--- config.mk ---
export PLATFORM = sky130hd
export DESIGN_NAME = acc_top
export DESIGN_NICKNAME = d
export VERILOG_FILES = /design/src/acc_pkg_end.sv /design/src/acc_pkg.sv /design/src/acc_cmp_if.sv /design/src/acc_top.sv /design/src/acc_sync.sv
export SDC_FILE = /design/constraint.sdc
export NUM_CORES = 1
export LEC_CHECK = 0
export ABC_AREA = 1
export BUFFER_PORTS_ARGS = -buffer_cell sky130_fd_sc_hd__buf_2
export CORE_MARGIN = 4
export CORE_UTILIZATION = 55
export DETAILED_ROUTE_END_ITERATION = 10
export PLACE_DENSITY_LB_ADDON = 0.3
export SYNTH_ARGS = -nofsm -noshare
export SYNTH_HDL_FRONTEND = slang
export SYNTH_SLANG_ARGS = --single-unit
--- constraint.sdc ---
create_clock -name clk_i -period 4 [get_ports clk_i]
set_input_delay 0.8 -clock clk_i [delete_from_list [all_inputs] [get_ports clk_i]]
set_output_delay 0.8 -clock clk_i [all_outputs]
set_load 0.05 [all_outputs]
--- src/acc_pkg_end.sv ---
// Empty unit: every constant of the block lives in the package file

--- src/acc_pkg.sv ---
// Constants for the three-channel comparator control block
package acc_pkg;
  localparam int unsigned NCH        = 3;
  localparam int unsigned AW         = 8;
  localparam int unsigned DW         = 32;
  // Register byte offsets
  localparam logic [7:0] OFF_MIS     = 8'h00;
  localparam logic [7:0] OFF_RIS     = 8'h04;
  localparam logic [7:0] OFF_INTEN   = 8'h08;
  localparam logic [7:0] OFF_REFCTL  = 8'h10;
  localparam logic [7:0] OFF_STAT0   = 8'h20;
  localparam logic [7:0] OFF_CTL0    = 8'h24;
  localparam logic [7:0] OFF_STRIDE  = 8'h20;
  // Channel control fields
  localparam int unsigned CTL_W      = 12;
  localparam int unsigned CTL_INV    = 1;
  localparam int unsigned CTL_SENSE  = 2;
  localparam int unsigned CTL_LEVEL  = 4;
  localparam int unsigned CTL_SRC    = 9;
  localparam int unsigned CTL_OUTEN  = 11;
  localparam logic [11:0] CTL_MASK   = 12'hE1E;
  localparam logic [11:0] CTL_RESET  = 12'h000;
  // Channel status field
  localparam int unsigned STAT_VAL   = 1;
  // Reference control fields
  localparam int unsigned REF_W      = 10;
  localparam int unsigned REF_STEP   = 0;
  localparam int unsigned STEP_W     = 4;
  localparam int unsigned REF_RANGE  = 8;
  localparam int unsigned REF_EN     = 9;
  localparam logic [9:0] REF_MASK    = 10'h30F;
  localparam logic [9:0] REF_RESET   = 10'h000;
  localparam int unsigned TAP_W      = 5;
  localparam logic [4:0] TAP_OFFSET  = 5'h08;
  localparam logic [2:0] IRQ_RESET   = 3'h0;

  typedef enum logic [1:0] {
    ACC_SRC_OWN   = 2'b00,
    ACC_SRC_OWN_B = 2'b01,
    ACC_SRC_REF   = 2'b10,
    ACC_SRC_RSVD  = 2'b11
  } acc_src_t;

  typedef enum logic [1:0] {
    ACC_SENSE_LEVEL = 2'b00,
    ACC_SENSE_FALL  = 2'b01,
    ACC_SENSE_RISE  = 2'b10,
    ACC_SENSE_BOTH  = 2'b11
  } acc_sense_t;
endpackage

--- src/acc_cmp_if.sv ---
// Carrier between the pin synchroniser and the control core
`timescale 1ns/100ps
`default_nettype none
interface acc_cmp_if;
  logic [acc_pkg::NCH-1:0] raw;
  logic [acc_pkg::NCH-1:0] value;
  modport sync (input raw, output value);
  modport core (output raw, input value);
endinterface
`default_nettype wire

--- src/acc_top.sv ---
// Comparator control core: register slave, source routing, reference ladder, interrupts
//
// The implementer's own choices: the placing of the registers and the Avalon-MM slave port.
`timescale 1ns/100ps
`default_nettype none
module acc_top (
  input  wire logic                        clk_i,
  input  wire logic                        reset_i,
  input  wire logic [acc_pkg::AW-1:0]      avs_address_i,
  input  wire logic                        avs_read_i,
  input  wire logic                        avs_write_i,
  input  wire logic [acc_pkg::DW-1:0]      avs_writedata_i,
  input  wire logic [3:0]                  avs_byteenable_i,
  output logic      [acc_pkg::DW-1:0]      avs_readdata_o,
  output logic                             avs_waitrequest_o,
  input  wire logic [acc_pkg::NCH-1:0]     comparison_result_i,
  output logic      [2*acc_pkg::NCH-1:0]   positive_source_select_o,
  output logic      [acc_pkg::NCH-1:0]     comparison_out_o,
  output logic      [acc_pkg::NCH-1:0]     comparison_out_oe_o,
  output logic                             ref_enable_o,
  output logic                             reference_range_select_o,
  output logic      [acc_pkg::TAP_W-1:0]   ref_tap_o,
  output logic                             irq_o
);
  localparam int unsigned N = acc_pkg::NCH;

  // Register state
  logic [acc_pkg::CTL_W-1:0] ctl_reg  [N];
  logic [acc_pkg::CTL_W-1:0] ctl_next [N];
  logic [acc_pkg::REF_W-1:0] ref_reg;
  logic [acc_pkg::REF_W-1:0] ref_next;
  logic [N-1:0]              inten_reg;
  logic [N-1:0]              inten_next;
  logic [N-1:0]              ris_reg;
  logic [N-1:0]              ris_next;
  logic [N-1:0]              prev_reg;
  logic [N-1:0]              prev_next;
  logic                      ack_reg;
  logic                      ack_next;
  logic [acc_pkg::DW-1:0]    rdata_reg;
  logic [acc_pkg::DW-1:0]    rdata_next;
  logic [N-1:0]              out_reg;
  logic [N-1:0]              out_next;
  logic [acc_pkg::TAP_W-1:0] tap_reg;
  logic [acc_pkg::TAP_W-1:0] tap_next;

  logic [N-1:0] cur_val;
  logic [N-1:0] event_hit;
  logic [N-1:0] mis;
  logic         req;
  logic         wr_fire;
  logic [31:0]  be_mask;

  acc_cmp_if cmp_if ();
  assign cmp_if.raw = comparison_result_i;

  acc_sync u_sync (
    .clk_i   (clk_i),
    .reset_i (reset_i),
    .cmp     (cmp_if.sync)
  );

  // Channel index of a per-channel register address, or N when none
  function automatic logic [1:0] chan_of(input logic [7:0] addr, input logic [7:0] base);
    logic [1:0] idx;
    idx = 2'(N);
    for (int i = 0; i < N; i++) begin
      if (addr == 8'(base + 8'(i) * acc_pkg::OFF_STRIDE)) begin
        idx = 2'(i);
      end
    end
    return idx;
  endfunction

  // Bit mask from byte enables
  function automatic logic [31:0] lane_mask(input logic [3:0] be);
    logic [31:0] m;
    m = 32'h0000_0000;
    for (int b = 0; b < 4; b++) begin
      if (be[b]) begin
        m[8*b +: 8] = 8'hFF;
      end
    end
    return m;
  endfunction

  // One wait cycle on every access: answer is registered
  assign req               = avs_read_i | avs_write_i;
  assign avs_waitrequest_o = req & ~ack_reg;
  assign wr_fire           = avs_write_i & ack_reg;
  assign be_mask           = lane_mask(avs_byteenable_i);

  // Result after optional inversion; shown in status, drives pins and events
  always_comb begin
    for (int i = 0; i < N; i++) begin
      cur_val[i] = cmp_if.value[i] ^ ctl_reg[i][acc_pkg::CTL_INV];
    end
  end

  // Event detection, independent of source select and enable
  always_comb begin
    for (int i = 0; i < N; i++) begin
      case (acc_pkg::acc_sense_t'(ctl_reg[i][acc_pkg::CTL_SENSE +: 2]))
        acc_pkg::ACC_SENSE_LEVEL: event_hit[i] = cur_val[i] == ctl_reg[i][acc_pkg::CTL_LEVEL];
        acc_pkg::ACC_SENSE_FALL:  event_hit[i] = prev_reg[i] & ~cur_val[i];
        acc_pkg::ACC_SENSE_RISE:  event_hit[i] = ~prev_reg[i] & cur_val[i];
        acc_pkg::ACC_SENSE_BOTH:  event_hit[i] = prev_reg[i] ^ cur_val[i];
        default:                  event_hit[i] = 1'b0;
      endcase
    end
  end

  assign mis = ris_reg & inten_reg;

  // Interrupt state
  always_comb begin
    prev_next = cur_val;
    ris_next  = ris_reg;
    // Clear first so a same-cycle event still sets the bit
    if (wr_fire && avs_address_i == acc_pkg::OFF_MIS) begin
      ris_next = ris_next & ~(avs_writedata_i[N-1:0] & be_mask[N-1:0]);
    end
    ris_next = ris_next | event_hit;
    inten_next = inten_reg;
    if (wr_fire && avs_address_i == acc_pkg::OFF_INTEN) begin
      inten_next = (inten_reg & ~be_mask[N-1:0]) | (avs_writedata_i[N-1:0] & be_mask[N-1:0]);
    end
  end

  always_ff @(posedge clk_i) begin
    if (reset_i) begin
      ris_reg   <= acc_pkg::IRQ_RESET;
      inten_reg <= acc_pkg::IRQ_RESET;
      prev_reg  <= acc_pkg::IRQ_RESET;
    end else begin
      ris_reg   <= ris_next;
      inten_reg <= inten_next;
      prev_reg  <= prev_next;
    end
  end

  assign irq_o = |mis;

  // Configuration registers
  always_comb begin
    logic [1:0] wch;
    wch      = chan_of(avs_address_i, acc_pkg::OFF_CTL0);
    ref_next = ref_reg;
    for (int i = 0; i < N; i++) begin
      ctl_next[i] = ctl_reg[i];
    end
    if (wr_fire) begin
      if (avs_address_i == acc_pkg::OFF_REFCTL) begin
        ref_next = ((ref_reg & ~be_mask[acc_pkg::REF_W-1:0])
                   | (avs_writedata_i[acc_pkg::REF_W-1:0] & be_mask[acc_pkg::REF_W-1:0]))
                   & acc_pkg::REF_MASK;
      end
      if (wch < 2'(N)) begin
        ctl_next[wch] = ((ctl_reg[wch] & ~be_mask[acc_pkg::CTL_W-1:0])
                        | (avs_writedata_i[acc_pkg::CTL_W-1:0] & be_mask[acc_pkg::CTL_W-1:0]))
                        & acc_pkg::CTL_MASK;
      end
    end
  end

  always_ff @(posedge clk_i) begin
    if (reset_i) begin
      ref_reg <= acc_pkg::REF_RESET;
      for (int i = 0; i < N; i++) begin
        ctl_reg[i] <= acc_pkg::CTL_RESET;
      end
    end else begin
      ref_reg <= ref_next;
      for (int i = 0; i < N; i++) begin
        ctl_reg[i] <= ctl_next[i];
      end
    end
  end

  // Bus answer
  always_comb begin
    logic [1:0] sch;
    logic [1:0] cch;
    sch        = chan_of(avs_address_i, acc_pkg::OFF_STAT0);
    cch        = chan_of(avs_address_i, acc_pkg::OFF_CTL0);
    ack_next   = req & ~ack_reg;
    rdata_next = rdata_reg;
    if (avs_read_i && !ack_reg) begin
      // Unmapped addresses read zero
      rdata_next = 32'h0000_0000;
      if (avs_address_i == acc_pkg::OFF_MIS) begin
        rdata_next[N-1:0] = mis;
      end else if (avs_address_i == acc_pkg::OFF_RIS) begin
        rdata_next[N-1:0] = ris_reg;
      end else if (avs_address_i == acc_pkg::OFF_INTEN) begin
        rdata_next[N-1:0] = inten_reg;
      end else if (avs_address_i == acc_pkg::OFF_REFCTL) begin
        rdata_next[acc_pkg::REF_W-1:0] = ref_reg;
      end else if (sch < 2'(N)) begin
        rdata_next[acc_pkg::STAT_VAL] = cur_val[sch];
      end else if (cch < 2'(N)) begin
        rdata_next[acc_pkg::CTL_W-1:0] = ctl_reg[cch];
      end
    end
  end

  always_ff @(posedge clk_i) begin
    if (reset_i) begin
      ack_reg   <= 1'b0;
      rdata_reg <= 32'h0000_0000;
    end else begin
      ack_reg   <= ack_next;
      rdata_reg <= rdata_next;
    end
  end

  assign avs_readdata_o = rdata_reg;

  // Reference ladder tap
  always_comb begin
    logic [acc_pkg::STEP_W-1:0] step;
    step = ref_reg[acc_pkg::REF_STEP +: acc_pkg::STEP_W];
    if (!ref_reg[acc_pkg::REF_EN]) begin
      tap_next = 5'h00;
    end else if (!ref_reg[acc_pkg::REF_RANGE]) begin
      tap_next = 5'(step) + acc_pkg::TAP_OFFSET;
    end else begin
      tap_next = 5'(step);
    end
  end

  // Pin drive follows the filtered result
  always_comb begin
    out_next = cur_val;
  end

  always_ff @(posedge clk_i) begin
    if (reset_i) begin
      tap_reg <= 5'h00;
      out_reg <= acc_pkg::IRQ_RESET;
    end else begin
      tap_reg <= tap_next;
      out_reg <= out_next;
    end
  end

  assign ref_tap_o                = tap_reg;
  assign ref_enable_o             = ref_reg[acc_pkg::REF_EN];
  assign reference_range_select_o = ref_reg[acc_pkg::REF_RANGE];

  // Source select passes to the analog mux; negative input has no mux at all
  // Ch0 codes 00/01 both own pin; ch1/2 code 01 picks ch0 pin; 10 picks reference
  // The analog mux decodes these literally, so routing is fixed in silicon
  always_comb begin
    for (int i = 0; i < N; i++) begin
      positive_source_select_o[2*i +: 2] = ctl_reg[i][acc_pkg::CTL_SRC +: 2];
    end
  end

  // Output driver; shared pins rely on software not also using them as inputs
  always_comb begin
    for (int i = 0; i < N; i++) begin
      comparison_out_oe_o[i] = ctl_reg[i][acc_pkg::CTL_OUTEN];
    end
  end
  assign comparison_out_o = out_reg;
endmodule // acc_top
`default_nettype wire

--- src/acc_sync.sv ---
// Three-stage synchroniser with agreement filter per comparator result
`timescale 1ns/100ps
`default_nettype none
module acc_sync (
  input  wire logic   clk_i,
  input  wire logic   reset_i,
  acc_cmp_if.sync     cmp
);
  genvar g;
  generate
    for (g = 0; g < acc_pkg::NCH; g++) begin : g_ch
      logic [2:0] stage_reg;
      logic [2:0] stage_next;
      logic       val_reg;
      logic       val_next;
      always_comb begin
        stage_next = {stage_reg[1:0], cmp.raw[g]};
        // Only the second and third stages are compared, never the first
        val_next   = (stage_reg[1] == stage_reg[2]) ? stage_reg[2] : val_reg;
      end
      always_ff @(posedge clk_i) begin
        if (reset_i) begin
          stage_reg <= 3'h0;
          val_reg   <= 1'b0;
        end else begin
          stage_reg <= stage_next;
          val_reg   <= val_next;
        end
      end
      assign cmp.value[g] = val_reg;
    end
  endgenerate
endmodule // acc_sync
`default_nettype wire

==> results_dict.tcl, run 1 <==
set metrics [dict create \
    antenna_found_initial 0 \
    combPwrFrac_pct 9.9 \
    synth-async-reset-ratio_pct 0 \
    holdWs_ps 400.7 \
    endpoint_kind "primary output" \
    setup_slack_ps 1906 \
    fin_skew_ps 8.960 \
    criticalPathCategory "in2out" \
    crit_required_ps 3200 \
    die_x_um 86.01 \
    cts_buffers 9 \
    intPower_mw 0.9451 \
    powerDensity_nw_per_um2 353.9 \
    pwr-share-seq_pct 48.3 \
    vias 2893 \
    die-height_um 86.01 \
    row_count 28 \
    slew_viol_final 0 \
    drt_iter0_markers 199 \
    portBuffers 55 \
    fin_tns_setup_ps 0 \
    reg2reg_depth 7 \
    synth_warnings 0 \
    cts_setup_buffers 0 \
    fmax_ghz 0.4776 \
    final_area_um2 3730 \
    vias_per_cell 4.962 \
    syn_area_um2 3347 \
    yosysSeqAreaShare_pct 37.68 \
    hold_path_class "reg2reg" \
    synth_enable_flop_cells 0 \
    synth-main-ff-cell "dfxtp_1" \
    grt_pass1_vias 2640 \
    p_leak_nw 1.884 \
    critPathMaxFanout 2 \
    grt_setup_unrepaired "false" \
    relSlewSlack_pct 62.14 \
    overflow 0 \
    setup_viol 0 \
    place_hpwl_mm 5.650 \
    place_congestion 0.9276 \
    synth_most_common_cell "inv_1" \
    grt.total_usage_pct 21.10 \
    synth_cells 454 \
    htree_levels 3 \
    dp.cells 567 \
    power_frac_clock_pct 41.8 \
    worstMarginPinSlew_ps 567.2 \
    grt_max_degree 42 \
    yosys-top-cells-area "dfxtp_1 38%, inv_1 8.3%, buf_4 7.2%" \
    startpoint "avs_write_i" \
    hold_buffers 0 \
    min_period_ps 2094 \
    io_pins 104 \
    routed_wl_mm 7.540 \
    fill_cells 552 \
    synth_cell_types 40 \
    r2r-end "ris_reg[2]$_SDFF_PP0_" \
    dp_slack_ps 1744 \
    wl_per_cell_um 12.93 \
    clockBufferDepth 2 \
    p_total_mw 1.320 \
    fin_nets 560 \
    die-area_um2 7398 \
    firstDrtPassIters 5 \
    power_switching_mw 0.3749 \
    r2r_start "u_sync.g_ch[2].val_reg$_SDFFE_PP0N_" \
    drv_cap 0 \
    insertion_delay_ps 350 \
    stdcell_count 583 \
    crit_path_start_kind "input pin" \
    period_share_pct 52.35 \
    num_antenna_cells 0 \
    initial_utilization_pct 56.53 \
    yosys-top-cells-count "74 x inv_1, 63 x dfxtp_1, 61 x nand2_1" \
    synth_top_cell_by_area "dfxtp_1" \
    area_growth_pct 11.44 \
    final-hold-violation-count 0 \
    cts_tree "built" \
    status "completed" \
    cp.arrival_ps 1290 \
    grt_pass1_wl_mm 12.23 \
    ir_drop_v 0.0002395 \
    core_um2 5921 \
    clk_pin_slew_ps 70 \
    yosysTopAreaCellShare_pct 37.68 \
    cts-root-buf "clkbuf_8" \
    drc_errors 0 \
    drive_above_1_share_pct 23.23 \
    synth_area_per_cell_um2 7.372 \
    cts.sinks 63 \
    critPathCapture "avs_waitrequest_o" \
    placed_cell_area_um2 3535 \
    switching_share_pct 28.40 \
    synth.ff_latch_count 63 \
    finish.utilization_pct 63.00 \
    post_cts_resized 0 \
    postRouteAntennaNets 0 \
    rrSetupSlack_ps 2250 \
]
[placed cells by master (no fill, tap or decap), types with 2 or more instances in the layout]
cell type	instances
a211oi_1	5
a21oi_1	34
a21oi_2	7
a31oi_1	6
buf_2	55
clkbuf_8	9
clkinv_2	2
clkinvlp_4	3
conb_1	23
dfxtp_1	63
ha_1	6
inv_1	74
inv_2	8
nand2_1	61
nand2_2	8
nand2_4	5
nand3_1	17
nand3_2	2
nand4_1	4
nor2_1	37
nor2_2	5
nor2_4	4
nor2_8	2
nor3_1	2
nor4_1	2
o21ai_0	31
o21ai_1	6
o21bai_1	7
o22ai_1	4
xor2_1	2
[layer usage]
metal  track usage (%)  share of wire (%)  vias up
li1                  -                  -     1494
met4             8.201                2.2        0
met5                 0                  0        -
met3             4.515                6.9       15
met2             33.85                 46       88
met1             27.66                 45     1296
[power by group through the flow]
stage               clock network (mW)  registers, mW  logic [mW]
finish                           0.552          0.637       0.131
global placement                     0          0.652       0.128
CTS                              0.560          0.637       0.130
floorplan                            0          0.651       0.117
global route                     0.589          0.638       0.141
detailed placement                   0          0.652       0.130
[worst min-delay path by stage]
stage,from,end,cells past startpoint
final,u_sync.g_ch[1].stage_reg[0]$_SDFF_PP0_,u_sync.g_ch[1].stage_reg[1]$_SDFF_PP0_,2
after global routing,u_sync.g_ch[1].stage_reg[0]$_SDFF_PP0_,u_sync.g_ch[1].stage_reg[1]$_SDFF_PP0_,2
after CTS,u_sync.g_ch[1].stage_reg[0]$_SDFF_PP0_,u_sync.g_ch[1].stage_reg[1]$_SDFF_PP0_,2
after detailed placement,u_sync.g_ch[1].stage_reg[0]$_SDFF_PP0_,u_sync.g_ch[1].stage_reg[1]$_SDFF_PP0_,2
after global placement,u_sync.g_ch[1].stage_reg[0]$_SDFF_PP0_,u_sync.g_ch[1].stage_reg[1]$_SDFF_PP0_,2
after floorplan,u_sync.g_ch[0].stage_reg[0]$_SDFF_PP0_,u_sync.g_ch[0].stage_reg[1]$_SDFF_PP0_,2
[critical path: stages]
cell and delay, ps:
buf_2 100, nor2_1 140, nor2_1 50, buf_2 200
[logic make-up after synthesis]
| group | Yosys count | synth area share [%] |
|---|---|---|
| AOI/OAI and AO/OA | 105 | 18.36 |
| xor gates and xnor gates | 3 | 0.7852 |
| adders and majority gates | 6 | 2.243 |
| buffers and inverters | 124 | 17.61 |
| DFF | 63 | 37.68 |
| other | 1 | 0.1120 |
| and+or+nand+nor | 152 | 23.21 |
[area by class of cell]
type                       instances  area, um^2  area share (%)
clock buffer                       9       123.9           3.321
clock inverter                     7       71.32           1.912
inverter                          84       317.8           8.521
multi-input combinational        289        1579           42.33
sequential                        63        1261           33.81
tap                               75       93.84           2.516
timing repair buffer              56       282.8           7.581
Power figures use the tool's default switching activity.
==> inputs of run 2 (changes only) <==
--- a/config.mk
+++ b/config.mk
@@ -8,7 +8,7 @@
 export ABC_AREA = 1
 export BUFFER_PORTS_ARGS = -buffer_cell sky130_fd_sc_hd__buf_2
 export CORE_MARGIN = 4
-export CORE_UTILIZATION = 55
+export CORE_UTILIZATION = 46
 export DETAILED_ROUTE_END_ITERATION = 10
 export PLACE_DENSITY_LB_ADDON = 0.3
 export SYNTH_ARGS = -nofsm -noshare
==> constraint.sdc (replaced) <==
create_clock -name clk_i -period 1.7 [get_ports clk_i]
set_input_delay 0.34 -clock clk_i [delete_from_list [all_inputs] [get_ports clk_i]]
set_output_delay 0.34 -clock clk_i [all_outputs]
set_load 0.05 [all_outputs]
==> run 2 against run 1 <==
  * Critical endpoint is now ris_reg[1]$_SDFF_PP0_
  * Total power up 120%
  * Design area up 2.8%
  * Largest cell class unchanged
  * Sequential share of layout area down 0.91 points
  * Combinational power up 150%
  * Clock skew down 1.4 ps
  * Register-to-register slack worse by 2100 ps
  * Critical path depth up 1
  * Clock power up 99%
  * Utilization down 7.8 points
  * Via count up 2.4%
==> results_dict.tcl, run 2 (same netlist as run 1, synthesis figures left out) <==
set metrics [dict create \
    antenna_found_initial 0 \
    row_count 30 \
    grt_pass1_vias 2847 \
    critPathMaxFanout 4 \
    htree_levels 3 \
    postRouteAntennaNets 0 \
    grt_pass1_wl_mm 12.77 \
    dp.cells 602 \
    holdWs_ps 201.7 \
    switching_share_pct 27.67 \
    vias 2963 \
    final_common_cell "inv_1" \
    place_congestion 0.8932 \
    place_hpwl_mm 5.898 \
    pwr-share-seq_pct 51.4 \
    fin_skew_ps 7.580 \
    drt_iter0_markers 112 \
    post_cts_resized 0 \
    hold_buffers 0 \
    cts_setup_buffers 0 \
    wl_per_cell_um 12.46 \
    dp_slack_ps -5.168 \
    regArea_um2 1261 \
    area_growth_pct 14.50 \
    crit_required_ps 1910 \
    final-hold-violation-count 0 \
    crit_path_start_kind "register" \
    p_leak_nw 1.943 \
    grt_setup_unrepaired "false" \
    firstDrtPassIters 4 \
    intPower_mw 2.115 \
    clockBufferDepth 2 \
    status "completed" \
    overflow 0 \
    routed_wl_mm 7.687 \
    hold_path_class "in2reg" \
    fin_nets 574 \
    core_um2 6944 \
    portBuffers 55 \
    initial_utilization_pct 48.20 \
    drive_above_1_share_pct 25.14 \
    num_antenna_cells 0 \
    period_share_pct 90.08 \
    die_x_um 93.30 \
    ir_drop_v 0.0005415 \
    grt_max_degree 42 \
    cts_tree "built" \
    stdcell_count 617 \
    finish.utilization_pct 55.19 \
    multi_input_area_um2 1582 \
    powerDensity_nw_per_um2 763.0 \
    grt.total_usage_pct 18.65 \
    fill_cells 680 \
    clk_pin_slew_ps 70 \
    fmax_ghz 0.6530 \
    setup_viol 0 \
    cts_buffers 9 \
    die-height_um 93.30 \
    drc_errors 0 \
    cts.sinks 63 \
    insertion_delay_ps 340 \
    die-area_um2 8705 \
    vias_per_cell 4.802 \
    drv_cap 0 \
    power_frac_clock_pct 37.6 \
    endpoint_kind "register" \
    criticalPathCategory "reg2reg" \
    min_period_ps 1531 \
    mostFrequentLayoutCells "74 x inv_1, 63 x dfxtp_1, 60 x nand2_1, 55 x buf_2, 37 x nor2_1" \
    power_switching_mw 0.8090 \
    setup_slack_ps 168.6 \
    cts-root-buf "clkbuf_8" \
    slew_viol_final 0 \
    io_pins 104 \
    combPwrFrac_pct 11.0 \
    cp.arrival_ps 1740 \
]
==> run 2: final timing paths <==
path	to	from	slack, ps	cells past startpoint
worst min register to register	u_sync.g_ch[1].stage_reg[1]$_SDFF_PP0_	u_sync.g_ch[1].stage_reg[0]$_SDFF_PP0_	410	2
worst max-delay path	ris_reg[1]$_SDFF_PP0_	u_sync.g_ch[1].val_reg$_SDFFE_PP0N_	170	5
worst min-delay path	u_sync.g_ch[1].stage_reg[0]$_SDFF_PP0_	comparison_result_i[1]	200	3
worst max register to register	ris_reg[1]$_SDFF_PP0_	u_sync.g_ch[1].val_reg$_SDFFE_PP0N_	170	5
==> run 2: final cells by class <==
cell class	instances	share of cell area, %
clock inverters	4	0.5877
repair buffers	70	10.12
flip-flops and latches	63	32.91
clock buffers	11	3.689
well taps	96	3.134
multi-input cells	289	41.27
inverters	84	8.293
==> run 2: per-stage QoR <==
stage | area [um^2] | setup TNS, ps | power (mW)
floorplan | 3430 | 0 | 1.806
global placement | 3666 | 0 | 1.851
detailed placement | 3666 | -5.168 | 1.854
CTS | 3830 | 0 | 2.954
global route | 3832 | 0 | 3.054
finish | 3832 | 0 | 2.924
==> run 2: routing by layer <==
metal / global-route usage, % / vias up / wire length [um]
li1: - / 1514 / -
met1: 23.88 / 1334 / 3428
met2: 29.06 / 100 / 3499
met3: 5.712 / 15 / 589
met4: 7.692 / 0 / 171
met5: 0 / - / 0
==> run 2: critical path, stage by stage, from the launching register on <==
cell and delay [ps]:
dfxtp_1 400, xor2_1 390, inv_1 140, ha_1 200
a31oi_1 180, a31oi_1 100
==> run 2: power by group through the flow <==
| stage | Sequential, mW | Clock (mW) | Combinational, mW |
|---|---|---|---|
| 6_report | 1.50 | 1.10 | 0.323 |
| 5_1_grt | 1.50 | 1.20 | 0.349 |
| 4_1_cts | 1.50 | 1.13 | 0.321 |
| 3_5_place_dp | 1.53 | 0 | 0.320 |
| 3_3_place_gp | 1.53 | 0 | 0.318 |
| 2_1_floorplan | 1.53 | 0 | 0.274 |
==> inputs of run 3 (changes only) <==
--- a/config.mk
+++ b/config.mk
@@ -7,8 +7,10 @@
 export LEC_CHECK = 0
 export ABC_AREA = 1
 export BUFFER_PORTS_ARGS = -buffer_cell sky130_fd_sc_hd__buf_2
+export CORE_ASPECT_RATIO = 1.2
 export CORE_MARGIN = 4
 export CORE_UTILIZATION = 46
+export CTS_CLUSTER_DIAMETER = 120
 export DETAILED_ROUTE_END_ITERATION = 10
 export PLACE_DENSITY_LB_ADDON = 0.3
 export SYNTH_ARGS = -nofsm -noshare
==> run 3 against run 2 <==
  * Clock skew about the same
  * Hold slack worse by 4.6 ps
  * Global-route usage up 0.36 points
  * Die area about the same
  * Highest routed layer unchanged
  * Utilization up 0.85 points
  * Register-to-register slack worse by 30 ps
==> results_dict.tcl, run 3 (same netlist as run 1, synthesis figures left out) <==
set metrics [dict create \
    cts_setup_buffers 0 \
    initial_utilization_pct 48.25 \
    holdWs_ps 197.1 \
    cts_buffers 9 \
    io_pins 104 \
    cp_common_cell "a31oi_1" \
    area_growth_pct 16.15 \
    rrSetupSlack_ps 140 \
    clk_pin_slew_ps 70 \
    hold_depth 3 \
    powerDensity_nw_per_um2 906.3 \
    intPower_mw 2.677 \
    die-area_um2 8710 \
    grt.total_usage_pct 19.00 \
    p_leak_nw 1.968 \
    die-height_um 101.4 \
    row_count 33 \
    critPathMaxFanout 4 \
    worstMarginPinSlew_ps 539.1 \
    criticalPathCategory "reg2reg" \
    grt_pass1_wl_mm 13.08 \
    antenna_found_initial 0 \
    place_hpwl_mm 5.974 \
    num_antenna_cells 0 \
    grt_max_degree 42 \
    cts_tree "built" \
    min_period_ps 1563 \
    reg2reg_depth 5 \
    firstDrtPassIters 4 \
    status "completed" \
    final-hold-violation-count 0 \
    final_common_cell "inv_1" \
    core_um2 6937 \
    crit_required_ps 1910 \
    overflow 0 \
    setup_slack_ps 136.8 \
    drt_iter0_markers 229 \
    cts.sinks 63 \
    clockBufferDepth 2 \
    cts-root-buf "clkbuf_8" \
    wl_per_cell_um 12.90 \
    cp_slowest_cell "dfxtp_1" \
    slew_viol_final 0 \
    min_to "u_sync.g_ch[2].stage_reg[0]$_SDFF_PP0_" \
    worstPathCellList "xor2_1 > inv_1 > ha_1 > a31oi_1 > a31oi_1" \
    portBuffers 55 \
    cp.arrival_ps 1770 \
    vias 2940 \
    relSlewSlack_pct 64.02 \
    die_x_um 85.87 \
    critPathMaxStageDelay_ps 380 \
    setup_viol 0 \
    r2r_start "u_sync.g_ch[1].val_reg$_SDFFE_PP0N_" \
    power_frac_clock_pct 48.4 \
    grt_setup_unrepaired "false" \
    htree_levels 3 \
    hold_path_class "in2reg" \
    period_share_pct 91.96 \
    endpoint_kind "register" \
    ir_drop_v 0.0005924 \
    hold_buffers 0 \
    mostFrequentLayoutCells "74 x inv_1, 63 x dfxtp_1, 60 x nand2_1, 55 x buf_2, 37 x nor2_1" \
    final_area_um2 3887 \
    power_switching_mw 0.8464 \
    fin_nets 570 \
    pwr-share-seq_pct 42.6 \
    crit_path_start_kind "register" \
    fmax_ghz 0.6397 \
    placed_cell_area_um2 3625 \
    drc_errors 0 \
    place_congestion 0.9288 \
    drv_cap 0 \
    drive_above_1_share_pct 24.71 \
    vias_per_cell 4.860 \
    insertion_delay_ps 340 \
    postRouteAntennaNets 0 \
    combPwrFrac_pct 9.0 \
    hp-start "comparison_result_i[2]" \
    fin_skew_ps 7.153 \
    switching_share_pct 24.02 \
    r2r-end "ris_reg[1]$_SDFF_PP0_" \
    routed_wl_mm 7.803 \
    fin_tns_setup_ps 0 \
    grt_pass1_vias 2815 \
    dp_slack_ps 19.69 \
]
## run 3: cell types whose count changed in the layout (fill, tap and decap cells not counted)
cell	before	now
buf_4	15	11
clkbuf_8	10	9
clkinv_2	3	1
bufinv_16	0	4
## run 3: routing by layer
layer	vias to the layer above	wire length (um)	GRT usage, %
li1	1510	-	-
met1	1338	3337	22.92
met2	82	3915	33.18
met3	10	452	4.557
met4	0	98	6.090
met5	-	0	0
## run 3: final cells by class
type / count / area, um^2
Multi-Input combinational cell: 289 / 1582
Tap cell: 87 / 108.9
Sequential cell: 63 / 1261
Clock buffer: 10 / 127.6
Clock inverter: 6 / 132.6
Inverter: 84 / 317.8
Fill cell: 673 / 3049
Timing Repair Buffer: 66 / 357.8
## run 3: critical path, delay by kind of cell, from the launching register on
kind            cells  cell delay [ps]
xor+xnor            1              370
buf+inv             1              150
compound gates      2              330
flops               1              380
fa+ha+maj           1              200
## run 3: metrics by stage
step           utilization [%]  instances  total power [mW]
3_5_place_dp             52.25        589             1.847
6_report                 56.04        605             3.523
2_1_floorplan                -        476             1.806
3_3_place_gp             52.25        589             1.844
4_1_cts                  56.01        605             3.546
5_1_grt                  56.04        605             3.633
## run 3: how the worst max path moves through the flow
stage | startpoint | end | slack [ps] | cells after the start
6_report | u_sync.g_ch[1].val_reg$_SDFFE_PP0N_ | ris_reg[1]$_SDFF_PP0_ | 140 | 5
5_1_grt | ack_reg$_SDFF_PP0_ | ctl_reg[1][1]$_SDFFE_PP0P_ | 40 | 6
4_1_cts | u_sync.g_ch[1].val_reg$_SDFFE_PP0N_ | ris_reg[1]$_SDFF_PP0_ | 130 | 5
3_5_place_dp | avs_address_i[1] | ctl_reg[2][9]$_SDFFE_PP0P_ | 20 | 11
3_3_place_gp | avs_address_i[1] | ctl_reg[2][9]$_SDFFE_PP0P_ | 10 | 11
2_1_floorplan | comparison_out_o[1]$_SDFF_PP0_ | ris_reg[1]$_SDFF_PP0_ | 260 | 6
## run 3: power by group through the flow
| stage | combinational (mW) | clock, mW | sequential [mW] |
|---|---|---|---|
| finish | 0.316 | 1.71 | 1.50 |
| global route | 0.341 | 1.79 | 1.50 |
| CTS | 0.314 | 1.73 | 1.50 |
| detailed placement | 0.313 | 0 | 1.53 |
| global placement | 0.311 | 0 | 1.53 |
| floorplan | 0.274 | 0 | 1.53 |
## run 3: what timing repair did
item / 4_1_cts / 5_1_grt
setup endpoints to repair: 0 / 4
resized for setup: 0 / 1
endpoints found under the hold margin: 0 / 0
